[config.mk]
export PLATFORM = sky130hd
export DESIGN_NAME = iba_arbiter
export DESIGN_NICKNAME = d
export VERILOG_FILES = /design/src/iba_pkg.sv /design/src/iba_cnt.sv /design/src/iba_arbiter.sv
export SDC_FILE = /design/constraint.sdc
export NUM_CORES = 1
export LEC_CHECK = 0
export BUFFER_PORTS_ARGS = -buffer_cell sky130_fd_sc_hd__buf_2
export CAP_MARGIN = 10
export CORE_ASPECT_RATIO = 1.75
export CORE_MARGIN = 1
export CORE_UTILIZATION = 43
export DETAILED_ROUTE_END_ITERATION = 10
export PLACE_DENSITY = 0.8
export SETUP_SLACK_MARGIN = 0.1
export SYNTH_ARGS = -nofsm -noshare
export SYNTH_HDL_FRONTEND = slang
export SYNTH_SLANG_ARGS = --single-unit
[constraint.sdc]
create_clock -name clock -period 2.8 [get_ports clock]
set_input_delay 0 -clock clock [delete_from_list [all_inputs] [get_ports clock]]
set_output_delay 0 -clock clock [all_outputs]
set_load 0.005 [all_outputs]
[src/iba_pkg.sv]
// Package: timing constants, control bits and carrier structs of the arbiter
package iba_pkg;

    localparam int unsigned CLK_HZ       = 10_000_000;
    localparam logic [1:0]  RAM_CYC      = 2'h1;
    localparam logic [1:0]  SYS_RD_CYC   = 2'h2;
    localparam logic [1:0]  SYS_WR_CYC   = 2'h3;
    localparam logic [1:0]  PER_RD_CYC   = 2'h2;
    localparam logic [1:0]  PER_WR_CYC   = 2'h3;
    localparam logic [1:0]  PBUF_WR_CYC  = 2'h2;
    localparam logic [1:0]  ALONE_CYC    = 2'h2;
    localparam logic [3:0]  PDIV_RST     = 4'h1;

    // Access space of an internal access
    typedef enum logic [2:0] {
        SP_RAM   = 3'b000,
        SP_SYS   = 3'b001,
        SP_PSLOW = 3'b010,
        SP_PBUF  = 3'b011,
        SP_EXT   = 3'b100
    } iba_space_e;

    // Bus control bits
    typedef struct packed {
        logic release_enable_bit;
        logic reclaim_output_enable;
        logic ext_write_buffer_enable;
        logic periph_write_buffer_enable;
        logic alternate_select_bit;
    } iba_ctrl_s;

    // One master's request
    typedef struct packed {
        logic       req;
        logic       wr;
        logic       lock;
        iba_space_e space;
    } iba_req_s;

endpackage

[src/iba_cnt.sv]
// Cycle counter that retires an access after a loaded number of ticks
`timescale 1ns/10ps
`default_nettype none
module iba_cnt
    import iba_pkg::*;
(
    input  wire logic       clock,  // System clock
    input  wire logic       rst_n,  // Async reset, low
    input  wire logic       load,   // Start a count
    input  wire logic [1:0] len,    // Ticks to count
    input  wire logic       tick,   // Count enable
    output logic            busy,   // Count running
    output logic            last,   // Final tick now
    output logic [1:0]      done_n  // Ticks already counted
);
    logic [1:0] rem_q;
    logic [1:0] cnt_q;

    always_ff @(posedge clock or negedge rst_n) begin
        if (!rst_n) begin
            rem_q <= 2'h0;
            cnt_q <= 2'h0;
        end else if (load) begin
            rem_q <= len;
            cnt_q <= 2'h0;
        end else if (busy && tick) begin
            rem_q <= rem_q - 2'h1;
            cnt_q <= cnt_q + 2'h1;
        end
    end

    assign busy   = (rem_q != 2'h0);
    assign last   = busy && tick && (rem_q == 2'h1);
    assign done_n = cnt_q;
endmodule // iba_cnt
`default_nettype wire

[src/iba_arbiter.sv]
// Internal and external bus arbiter with access timing and write buffers
//
// The APB register port and the placing of the registers were decided locally.
`timescale 1ns/10ps
`default_nettype none
module iba_arbiter
    import iba_pkg::*;
(
    input  wire logic      clock,          // System clock, 10 MHz
    input  wire logic      rst_n,          // Async reset, low
    input  wire logic      psel,           // APB select
    input  wire logic      penable,        // APB enable
    input  wire logic      pwrite,         // APB direction
    input  wire logic [7:0] paddr,         // APB byte address
    input  wire logic [31:0] pwdata,       // APB write data
    output logic [31:0]    prdata,         // APB read data
    output logic           pready,         // APB ready
    output logic           pslverr,        // APB error
    input  wire logic [3:0] periph_div,    // Peripheral divide n
    input  wire iba_req_s  cpu_req,        // Core request
    input  wire iba_req_s  dtc_req,        // Controller request
    input  wire logic      dtc_no_yield,   // Info read/first xfer/writeback
    input  wire logic      cpu_sleep,      // Core in sleep
    input  wire logic      stby_req,       // Standby or clock-stop request
    input  wire logic      clk_chg_req,    // Clock change request
    input  wire logic      sw_standby,     // In software standby
    input  wire logic      all_clk_stop,   // In all-module-clock-stop
    input  wire logic      pin_input_buffer_enable, // Pin input buffer on
    input  wire logic      ext_release_request_in,  // Release request pin, low
    input  wire logic      ext_cycle_busy, // External cycle running
    output logic           cpu_ack,        // Internal grant to core
    output logic           dtc_ack,        // Internal grant to controller
    output logic           ext_ack,        // External arbiter grant
    output logic           acc_done,       // Internal access retires
    output logic           stby_go,        // Deferred standby allowed
    output logic           clk_chg_go,     // Deferred clock change allowed
    output logic           release_ack_n_o,  // Acknowledge pin out
    output logic           release_ack_oe,   // Acknowledge pin drive
    output logic           bus_reclaim_request_out_o,  // Reclaim pin out
    output logic           bus_reclaim_request_out_oe, // Reclaim pin drive
    output logic           ext_bus_oe      // Address/data/control drive
);
    localparam logic [7:0] ADDR_CTRL = 8'h00;
    localparam logic [7:0] ADDR_STAT = 8'h04;

    iba_ctrl_s ctrl_q;
    logic      rel_s1_q, rel_s2_q;
    logic      released_q;
    logic      owner_dtc_q;
    logic      alt_turn_q;
    logic [3:0] pdiv_cnt_q;
    logic      pen;
    iba_req_s  win;
    logic      grant_cpu, grant_dtc;
    logic      start;
    logic      busy, last, pbusy, plast, xbusy;
    logic [1:0] len, done_n, pdone, xdone;
    logic      tick;
    logic      use_pbuf, use_xbuf;
    logic      rel_req;
    logic      ext_need;
    logic      per_q;
    logic      ld_main;

    // APB slave, zero wait states
    assign pready  = 1'b1;
    assign pslverr = psel && !((paddr == ADDR_CTRL) || (paddr == ADDR_STAT));

    always_ff @(posedge clock or negedge rst_n) begin
        if (!rst_n) begin
            ctrl_q <= '0;
        end else if (psel && penable && pwrite && paddr == ADDR_CTRL) begin
            ctrl_q <= pwdata[4:0];
        end
    end

    always_ff @(posedge clock or negedge rst_n) begin
        if (!rst_n) begin
            prdata <= 32'h0;
        end else if (psel && !penable && !pwrite) begin
            if (paddr == ADDR_CTRL) begin
                prdata <= {27'h0, ctrl_q};
            end else if (paddr == ADDR_STAT) begin
                prdata <= {28'h0, released_q, owner_dtc_q, busy, xbusy};
            end else begin
                prdata <= 32'h0;
            end
        end
    end

    // Peripheral clock enable, one pulse every n system cycles
    always_ff @(posedge clock or negedge rst_n) begin
        if (!rst_n) begin
            pdiv_cnt_q <= PDIV_RST;
        end else if (pdiv_cnt_q >= periph_div || periph_div == 4'h0) begin
            pdiv_cnt_q <= PDIV_RST;
        end else begin
            pdiv_cnt_q <= pdiv_cnt_q + 4'h1;
        end
    end
    assign pen = (pdiv_cnt_q >= periph_div) || (periph_div <= 4'h1);

    // Release request pin synchroniser
    always_ff @(posedge clock or negedge rst_n) begin
        if (!rst_n) begin
            rel_s1_q <= 1'b1;
            rel_s2_q <= 1'b1;
        end else begin
            rel_s1_q <= ext_release_request_in;
            rel_s2_q <= rel_s1_q;
        end
    end

    // Forwarded only when enabled, not in standby or clock stop
    assign rel_req = !rel_s2_q && ctrl_q.release_enable_bit
                   && pin_input_buffer_enable
                   && !sw_standby && !all_clk_stop;

    always_ff @(posedge clock or negedge rst_n) begin
        if (!rst_n) begin
            released_q <= 1'b0;
        end else if (!released_q && rel_req && !ext_cycle_busy && !xbusy) begin
            released_q <= 1'b1;
        end else if (released_q && rel_s2_q) begin
            released_q <= 1'b0;
        end
    end

    // Internal arbitration
    always_comb begin
        grant_dtc = 1'b0;
        grant_cpu = 1'b0;
        if (dtc_req.req && !(ctrl_q.alternate_select_bit && alt_turn_q
                             && cpu_req.req)) begin
            grant_dtc = 1'b1;
        end else if (cpu_req.req) begin
            grant_cpu = 1'b1;
        end
    end

    // Owner changes only when the holder may yield
    assign start = !busy && (grant_cpu || grant_dtc)
                 && !(owner_dtc_q && dtc_no_yield && dtc_req.req && grant_cpu)
                 && !(!owner_dtc_q && cpu_req.lock && grant_dtc);

    always_ff @(posedge clock or negedge rst_n) begin
        if (!rst_n) begin
            owner_dtc_q <= 1'b0;
            alt_turn_q  <= 1'b0;
        end else if (start) begin
            owner_dtc_q <= grant_dtc;
            alt_turn_q  <= grant_dtc;
        end
    end

    always_comb begin
        win = grant_dtc ? dtc_req : cpu_req;
        if (start && !grant_dtc && cpu_req.lock && owner_dtc_q && busy) begin
            win = cpu_req;
        end
    end

    // External access waits while released; release ranks above
    assign ext_need = win.req && win.space == SP_EXT;
    assign ext_ack  = start && ext_need && !released_q && !rel_req;
    assign cpu_ack  = grant_cpu && start && (!ext_need || ext_ack);
    assign dtc_ack  = grant_dtc && start && (!ext_need || ext_ack);

    // Buffered writes: counted in their own counter, main path free at once
    assign use_xbuf = ctrl_q.ext_write_buffer_enable && win.wr
                    && win.space == SP_EXT;
    assign use_pbuf = ctrl_q.periph_write_buffer_enable && win.wr
                    && win.space == SP_PBUF;

    always_comb begin
        unique case (win.space)
            SP_RAM:   len = RAM_CYC;
            SP_SYS:   len = win.wr ? SYS_WR_CYC : SYS_RD_CYC;
            SP_PSLOW: len = win.wr ? PER_WR_CYC : PER_RD_CYC;
            SP_PBUF:  len = win.wr ? PBUF_WR_CYC : PER_RD_CYC;
            default:  len = ALONE_CYC;
        endcase
    end

    assign ld_main = (cpu_ack || dtc_ack) && !use_pbuf && !use_xbuf;

    // Space of the access in flight, not of the next request
    always_ff @(posedge clock or negedge rst_n) begin
        if (!rst_n) begin
            per_q <= 1'b0;
        end else if (ld_main) begin
            per_q <= (win.space == SP_PSLOW) || (win.space == SP_PBUF);
        end
    end

    // Peripheral spaces count peripheral enables, giving 0..n-1 sync
    assign tick = per_q ? pen : 1'b1;

    iba_cnt u_main (
        .clock  (clock),
        .rst_n  (rst_n),
        .load   (ld_main),
        .len    (len),
        .tick   (tick),
        .busy   (busy),
        .last   (last),
        .done_n (done_n)
    );

    // Peripheral write buffer, counts two peripheral enables; main path never loaded
    iba_cnt u_pbuf (
        .clock  (clock),
        .rst_n  (rst_n),
        .load   ((cpu_ack || dtc_ack) && use_pbuf && !pbusy),
        .len    (PBUF_WR_CYC),
        .tick   (pen),
        .busy   (pbusy),
        .last   (plast),
        .done_n (pdone)
    );

    // External write buffer
    iba_cnt u_xbuf (
        .clock  (clock),
        .rst_n  (rst_n),
        .load   ((cpu_ack || dtc_ack) && use_xbuf && !xbusy),
        .len    (ALONE_CYC),
        .tick   (1'b1),
        .busy   (xbusy),
        .last   (),
        .done_n (xdone)
    );

    assign acc_done = last || plast;

    // Deferred transitions until bus recovered
    assign stby_go    = stby_req && !released_q;
    assign clk_chg_go = clk_chg_req && !released_q;

    // Pins: float in standby drive low when released
    assign release_ack_n_o = !released_q;
    assign release_ack_oe  = !sw_standby;
    assign ext_bus_oe      = !released_q;

    // Reclaim request
    assign bus_reclaim_request_out_o  = !(released_q
        && ctrl_q.reclaim_output_enable
        && ((win.req && win.space == SP_EXT) || stby_req || clk_chg_req));
    assign bus_reclaim_request_out_oe = !sw_standby;

    // Reset state handled by async reset of every register

    a_ram_one: assert property (@(posedge clock) disable iff (!rst_n)
        (cpu_ack || dtc_ack) && win.space == SP_RAM && !use_pbuf
        |=> last) else $error("ram access not one cycle");

    a_dtc_prio: assert property (@(posedge clock) disable iff (!rst_n)
        dtc_req.req && cpu_req.req && !ctrl_q.alternate_select_bit
        |-> !cpu_ack) else $error("core granted over controller");

    a_one_ack: assert property (@(posedge clock) disable iff (!rst_n)
        !(cpu_ack && dtc_ack)) else $error("two grants");

    a_rel_prio: assert property (@(posedge clock) disable iff (!rst_n)
        rel_req |-> !ext_ack) else $error("external access over release");

    a_no_rel_cyc: assert property (@(posedge clock) disable iff (!rst_n)
        $rose(released_q) |-> !$past(ext_cycle_busy))
        else $error("release during external cycle");

    a_float_rel: assert property (@(posedge clock) disable iff (!rst_n)
        released_q |-> !ext_bus_oe && !release_ack_n_o)
        else $error("bus driven while released");

    a_stby_float: assert property (@(posedge clock) disable iff (!rst_n)
        sw_standby |-> !release_ack_oe && !bus_reclaim_request_out_oe)
        else $error("pins driven in standby");

    a_stby_defer: assert property (@(posedge clock) disable iff (!rst_n)
        released_q |-> !stby_go && !clk_chg_go)
        else $error("standby while released");

    a_sys_write: assert property (@(posedge clock) disable iff (!rst_n)
        (cpu_ack || dtc_ack) && win.space == SP_SYS && win.wr
        |=> busy ##1 busy ##1 busy ##1 !busy)
        else $error("system write length");
endmodule // iba_arbiter
`default_nettype wire

==> results of run 1 <==
final timing paths:
path,endpoint
worst min-delay path,released_q
worst min register to register,rel_s2_q
min in group asynchronous,alt_turn_q
worst max-delay path,acc_done
worst max register to register,u_main.rem_q[1]
max in group asynchronous,rel_s1_q
worst max-delay path: stages, from the launching register on:
cell and delay (ns):
dfstp_2 0.56, inv_1 0.05, ha_1 0.25, nand2b_1 0.14, a21oi_1 0.15, nor2b_1 0.08, o21ai_0 0.33, a2bb2oi_1 0.21
a31oi_1 0.06, buf_2 0.14
power groups by stage:
stage / Sequential, mW / Clock, mW / Combinational (mW)
CTS: 0.517 / 0.225 / 0.577
finish: 0.516 / 0.216 / 0.570
detailed placement: 0.523 / 0 / 0.568
floorplan: 0.508 / 0 / 0.456
global placement: 0.523 / 0 / 0.537
global route: 0.528 / 0.236 / 0.656
cell usage in the layout (no fill, tap or decap), drive strengths merged, types with 3 or more instances in the layout:
| master | n |
|---|---|
| buf | 57 |
| conb | 28 |
| dfrtp | 22 |
| inv | 19 |
| nand2 | 15 |
| nor2 | 13 |
| o21ai | 13 |
| mux2i | 10 |
| ha | 10 |
| mux2 | 7 |
| dlygate4sd3 | 7 |
| nand3 | 5 |
| nand2b | 4 |
| a21oi | 4 |
| nor2b | 4 |
| nor3 | 4 |
| o21a | 3 |
| nand3b | 3 |
| clkbuf | 3 |
| dfstp | 3 |
| nor4 | 3 |
flip-flops by register name (all words and copies together) (netlist names):
signal / flops
prdata: 5
alt_turn_q: 1
u_main.rem_q: 2
u_xbuf.rem_q: 2
released_q: 1
rel_s2_q: 1
pdiv_cnt_q: 4
u_pbuf.rem_q: 2
rel_s1_q: 1
per_q: 1
ctrl_q: 5
repair_timing:
item,4_1_cts,5_1_grt
buffers inserted,0,0
hold buffers,7,0
resized for setup,0,0
hold endpoints to repair,28,0
per-layer routing:
layer	global-route usage, %	vias up	part of all wire (%)
met5	0	-	0
met1	16.3	693	38
met4	6.14	0	1.1
met3	1.89	4	4.3
met2	31.9	51	57
li1	-	754	-
logic make-up (layout without fill, tap and decap cells):
group / after synthesis / after routing / share of synthesized area (%)
other: 2 / 28 / 0.407
AND/OR/NAND/NOR: 63 / 63 / 19.6
XOR/XNOR: 3 / 3 / 1.42
AO/OA/AOI/OAI: 29 / 29 / 9.97
multiplexers: 17 / 17 / 9.70
adder cells (fa/ha/maj): 12 / 12 / 7.87
buffers and inverters: 51 / 87 / 16.9
flip-flops: 25 / 25 / 34.1
area by class of cell:
class / count / area (um^2)
Tap cell: 49 / 61.3
Timing Repair Buffer: 64 / 355
Sequential cell: 25 / 629
Clock buffer: 3 / 41.3
Fill cell: 400 / 1940
Multi-Input combinational cell: 152 / 1000
Clock inverter: 1 / 7.51
Inverter: 19 / 71.3
through the flow:
step	hold WS, ns	total power, mW
final	0.0237	1.30
after global routing	0.0468	1.42
after CTS	0.0120	1.32
after detailed placement	0.0263	1.09
after global placement	0.0201	1.06
after floorplan	-0.296	0.964
==> flow_summary.yaml, run 1 <==
synth:
  avgSynthCellArea_um2: 9.13
  yosysUniqueCellTypes: 43
  synth_area_um2: 1840
  synth_edf_count: 0
  yosysSeqAreaShare_pct: 34.1
  ys.warnings.count: 0
  ys_top_cells_by_area: "dfrtp_1 30%, buf_4 12%, ha_1 6.8%, mux2i_1 5.4%, dfstp_2 4.3%"
  ys.flop_type: "dfrtp_1"
  yosys.area.top_type: "dfrtp_1"
  ys_seq_elements: 25
  synth_most_common_cell: "buf_4"
  synth_async_sr_flop_share_pct: 100
  synth_top_area_share_pct: 29.9
  synth_cells: 202
  synth_commonest_cells: "30 x buf_4, 22 x dfrtp_1, 19 x inv_1, 14 x nand2_1"
global_route:
  grt_remaining_overflow: 0
  grt_usage_pct: 16.1
  grt_pass1_vias: 1404
  grt_start_max_net_pins: 26
  antenna_found_initial: 0
  grt_pass1_wl_um: 5640
detailed_routing:
  drtIter0Drc: 21
  drc: 0
  vias_per_cell: 4.80
  vias: 1502
  ant_nets: 0
  wl_um: 3500
  dr.pass1.iters: 4
  wl_per_cell_um: 11.2
placed_design:
  numPortBuffers: 57
  dpl.cell_count: 302
  place.gp.congestion: 0.794
  hpwl_um: 2900
  place_ws_ns: 0.701
  post_dp_cell_area_um2: 2050
pwr:
  internal_power_uw: 841
  seqPwrFrac_pct: 39.6
  p_comb_share_pct: 43.8
  irDropWorstVdd_mv: 0.409
  p_sw_share_pct: 35.4
  p_per_area_nw_per_um2: 601
  power_switching_uw: 461
  clock_power_share_pct: 16.6
  leakagePower_nw: 1.14
final_layout:
  final_cells: 313
  fin_nets: 345
  diodes: 0
  final_core_util_pct: 52.7
  design_area_um2: 2170
  areaGrowthSynthToFinish_pct: 17.5
  drive_gt1_share_pct: 29.9
setup_path:
  r2r-start: "pdiv_cnt_q[0]"
  startpoint_type: "register"
  end_kind: "output pin"
  rr_worst_depth: 8
  critPathArrivalTime_ns: 2.24
  reg2reg_setup_slack_ns: 0.70
  critical_path_class: "register to output pin"
  path_max_fanout: 4
  critical_path_required_ns: 2.80
  crit_start: "pdiv_cnt_q[0]"
die:
  die_y_um: 88.6
  start_util_pct: 44.9
  chipWidth_um: 51.5
  ioPinCount: 115
  coreArea_um2: 4110
  fp.dieArea_um2: 4570
  row_count: 31
clock_tree:
  clock_latency_ns: 0.26
  clk_pin_slew_ns: 0.09
  cts.sinks: 25
  cts_tree: "yes"
  htreeDepth: 1
  cts_root_buffer: "clkbuf_8"
  clock_path_buffers: 2
  numCtsBuffers: 3
timing:
  clock_skew_ns: 0.00188
  tightest_slew_ns: 0.566
  fmax_mhz: 447
  setup_slack_ns: 0.562
  rsz0062_at_grt: "false"
  fin_crit_sh_pct: 79.9
  tns_ns: 0
  drv_slew: 0
  hold_viol_final: 0
  period_minus_slack_ns: 2.24
  slew_headroom_pct: 62.3
  final-setup-viol-count: 0
run_status:
  outcome: "finished, final reports clean"
min_path:
  holdCritPathClass: "input port to register"
  worstHoldStart: "ext_cycle_busy"
  whs_path_depth: 4
run:
  cap_violations: 0
Power figures use the tool's default switching activity.
==> inputs of run 2 (changes only) <==
==> constraint.sdc (replaced) <==
create_clock -name clock -period 2.2 [get_ports clock]
set_input_delay 0 -clock clock [delete_from_list [all_inputs] [get_ports clock]]
set_output_delay 0 -clock clock [all_outputs]
set_load 0.005 [all_outputs]
==> run 2 against run 1 <==
Clock skew increased by 0.0068 ns. Setup slack got worse by 0.42 ns. Cell count increased by 1.9%. Power increased by 44%. Sequential cell count unchanged. Sequential share of layout area decreased by 1.6 points. Utilization increased by 3.0 points. Highest routed layer unchanged.
==> flow_summary.yaml, run 2 (synthesized netlist as in run 1, its figures left out) <==
run_status:
  outcome: "finished, final reports clean"
detailed_routing:
  dr.pass1.iters: 3
  wl_um: 3880
  drc: 0
  drtIter0Drc: 25
  ant_nets: 0
  vias: 1579
  vias_per_cell: 4.95
  wl_per_cell_um: 12.2
timing:
  holdWs_ns: 0.0261
  rsz0062_at_grt: "true"
  drv_slew: 0
  fmax_mhz: 486
  tightest_slew_ns: 0.551
  final-setup-viol-count: 0
  fin_crit_sh_pct: 93.5
  period_minus_slack_ns: 2.06
  clock_skew_ns: 0.00871
  slew_headroom_pct: 63.3
  hold_viol_final: 0
clock_tree:
  htreeDepth: 1
  cts_tree: "yes"
  numCtsBuffers: 3
  clock_latency_ns: 0.27
  clk_pin_slew_ns: 0.10
  clock_path_buffers: 2
  cts_root_buffer: "clkbuf_8"
  cts.sinks: 25
setup_path:
  critical_path_required_ns: 2.20
  r2r-end: "u_main.rem_q[1]"
  cp.depth: 9
  crit_start: "pdiv_cnt_q[0]"
  critical_path_class: "register to output pin"
  slowest_stage: "dfstp_2"
  startpoint_type: "register"
  r2r-start: "pdiv_cnt_q[0]"
  end_kind: "output pin"
  reg2reg_setup_slack_ns: 0.23
  path_buf_inv: 2
  critPathArrivalTime_ns: 2.06
  critPathMaxStageDelay_ns: 0.57
  cp_top_family: "flip-flops"
  rr_worst_depth: 8
  path_max_fanout: 3
  crit_chain: "inv_2 -> ha_4 -> nand2b_4 -> a21oi_2 -> nor2b_2 -> o21ai_2 -> a2bb2oi_2 -> a31oi_1 -> buf_2"
min_path:
  holdCritPathClass: "input port to register"
  worstHoldStart: "ext_cycle_busy"
  hold_end: "released_q"
  whs_path_depth: 4
global_route:
  grt_start_max_net_pins: 26
  grt_pass1_vias: 1479
  grt_pass1_wl_um: 6110
  grt_remaining_overflow: 0
  antenna_found_initial: 0
  grt_usage_pct: 18.0
die:
  start_util_pct: 44.9
  ioPinCount: 115
  chipWidth_um: 51.5
  fp.dieArea_um2: 4570
  die_y_um: 88.6
  coreArea_um2: 4110
  row_count: 31
pwr:
  p_per_area_nw_per_um2: 821
  irDropWorstVdd_mv: 0.588
  leakagePower_nw: 1.18
  total_power_mw: 1.88
final_layout:
  layout_common_cells: "57 x buf_2, 28 x conb_1, 22 x dfrtp_1"
  reg.largest.list: "ctrl_q (5), prdata (5), pdiv_cnt_q (4)"
  layout_commonest_cell: "buf_2"
  fin_nets: 351
  drive_gt1_share_pct: 36.3
  areaGrowthSynthToFinish_pct: 24.2
  fillers: 389
  diodes: 0
run:
  cap_violations: 0
placed_design:
  hpwl_um: 2980
  place.gp.congestion: 0.794
  numPortBuffers: 57
run 2: how the worst max path moves through the flow:
| stage | endpoint | slack (ns) |
|---|---|---|
| floorplan | u_main.rem_q[1] | 0.25 |
| global placement | u_main.rem_q[1] | 0.16 |
| detailed placement | u_main.rem_q[1] | 0.17 |
| CTS | acc_done | 0.09 |
| global route | acc_done | -0.03 |
| finish | acc_done | 0.14 |
run 2: report_power, final:
group | switching [mW] | internal (mW) | leakage (nW) | total, mW
registers | 0.0849 | 0.582 | 0.318 | 0.667
clock network | 0.154 | 0.128 | 0.0217 | 0.282
logic | 0.442 | 0.490 | 0.837 | 0.932
run 2: through the flow:
stage,cell area [um^2],setup slack [ns],util [%],setup TNS (ns),std cells
after CTS,2190,0.0945,53.4,0,315
after global placement,2060,0.164,50.0,0,303
final,2290,0.143,55.7,0,319
after detailed placement,2060,0.169,50.0,0,303
after global routing,2290,-0.0335,55.7,-0.0335,319
after floorplan,1940,0.249,-,0,228
run 2: routing by layer:
metal | routed length, um | vias to the layer above | GRT usage (%)
met4 | 154 | 0 | 9.83
met3 | 181 | 16 | 3.78
li1 | - | 765 | -
met5 | 0 | - | 0
met2 | 2220 | 67 | 34.6
met1 | 1320 | 731 | 17.1
run 2: timing repair:
item,in CTS,in global routing
endpoints found under the setup margin,2,7
resized for setup,4,13
hold buffers,7,0
buffers inserted,1,4
cloned,0,0
hold endpoints to repair,28,0
pin swaps,2,4
run 2: area by class of cell:
| class | count | area [um^2] | area share, % |
|---|---|---|---|
| well taps | 49 | 61.3 | 2.68 |
| clock inverters | 1 | 7.51 | 0.328 |
| repair buffers | 70 | 400 | 17.5 |
| multi-input cells | 152 | 1080 | 47.1 |
| inverters | 19 | 71.3 | 3.11 |
| clock buffers | 3 | 41.3 | 1.80 |
| flip-flops and latches | 25 | 629 | 27.5 |
run 2: worst min-delay path: stages:
cell and delay [ns]:
buf_2 0.08, inv_1 0.03, nand4_1 0.07, o21ai_0 0.08
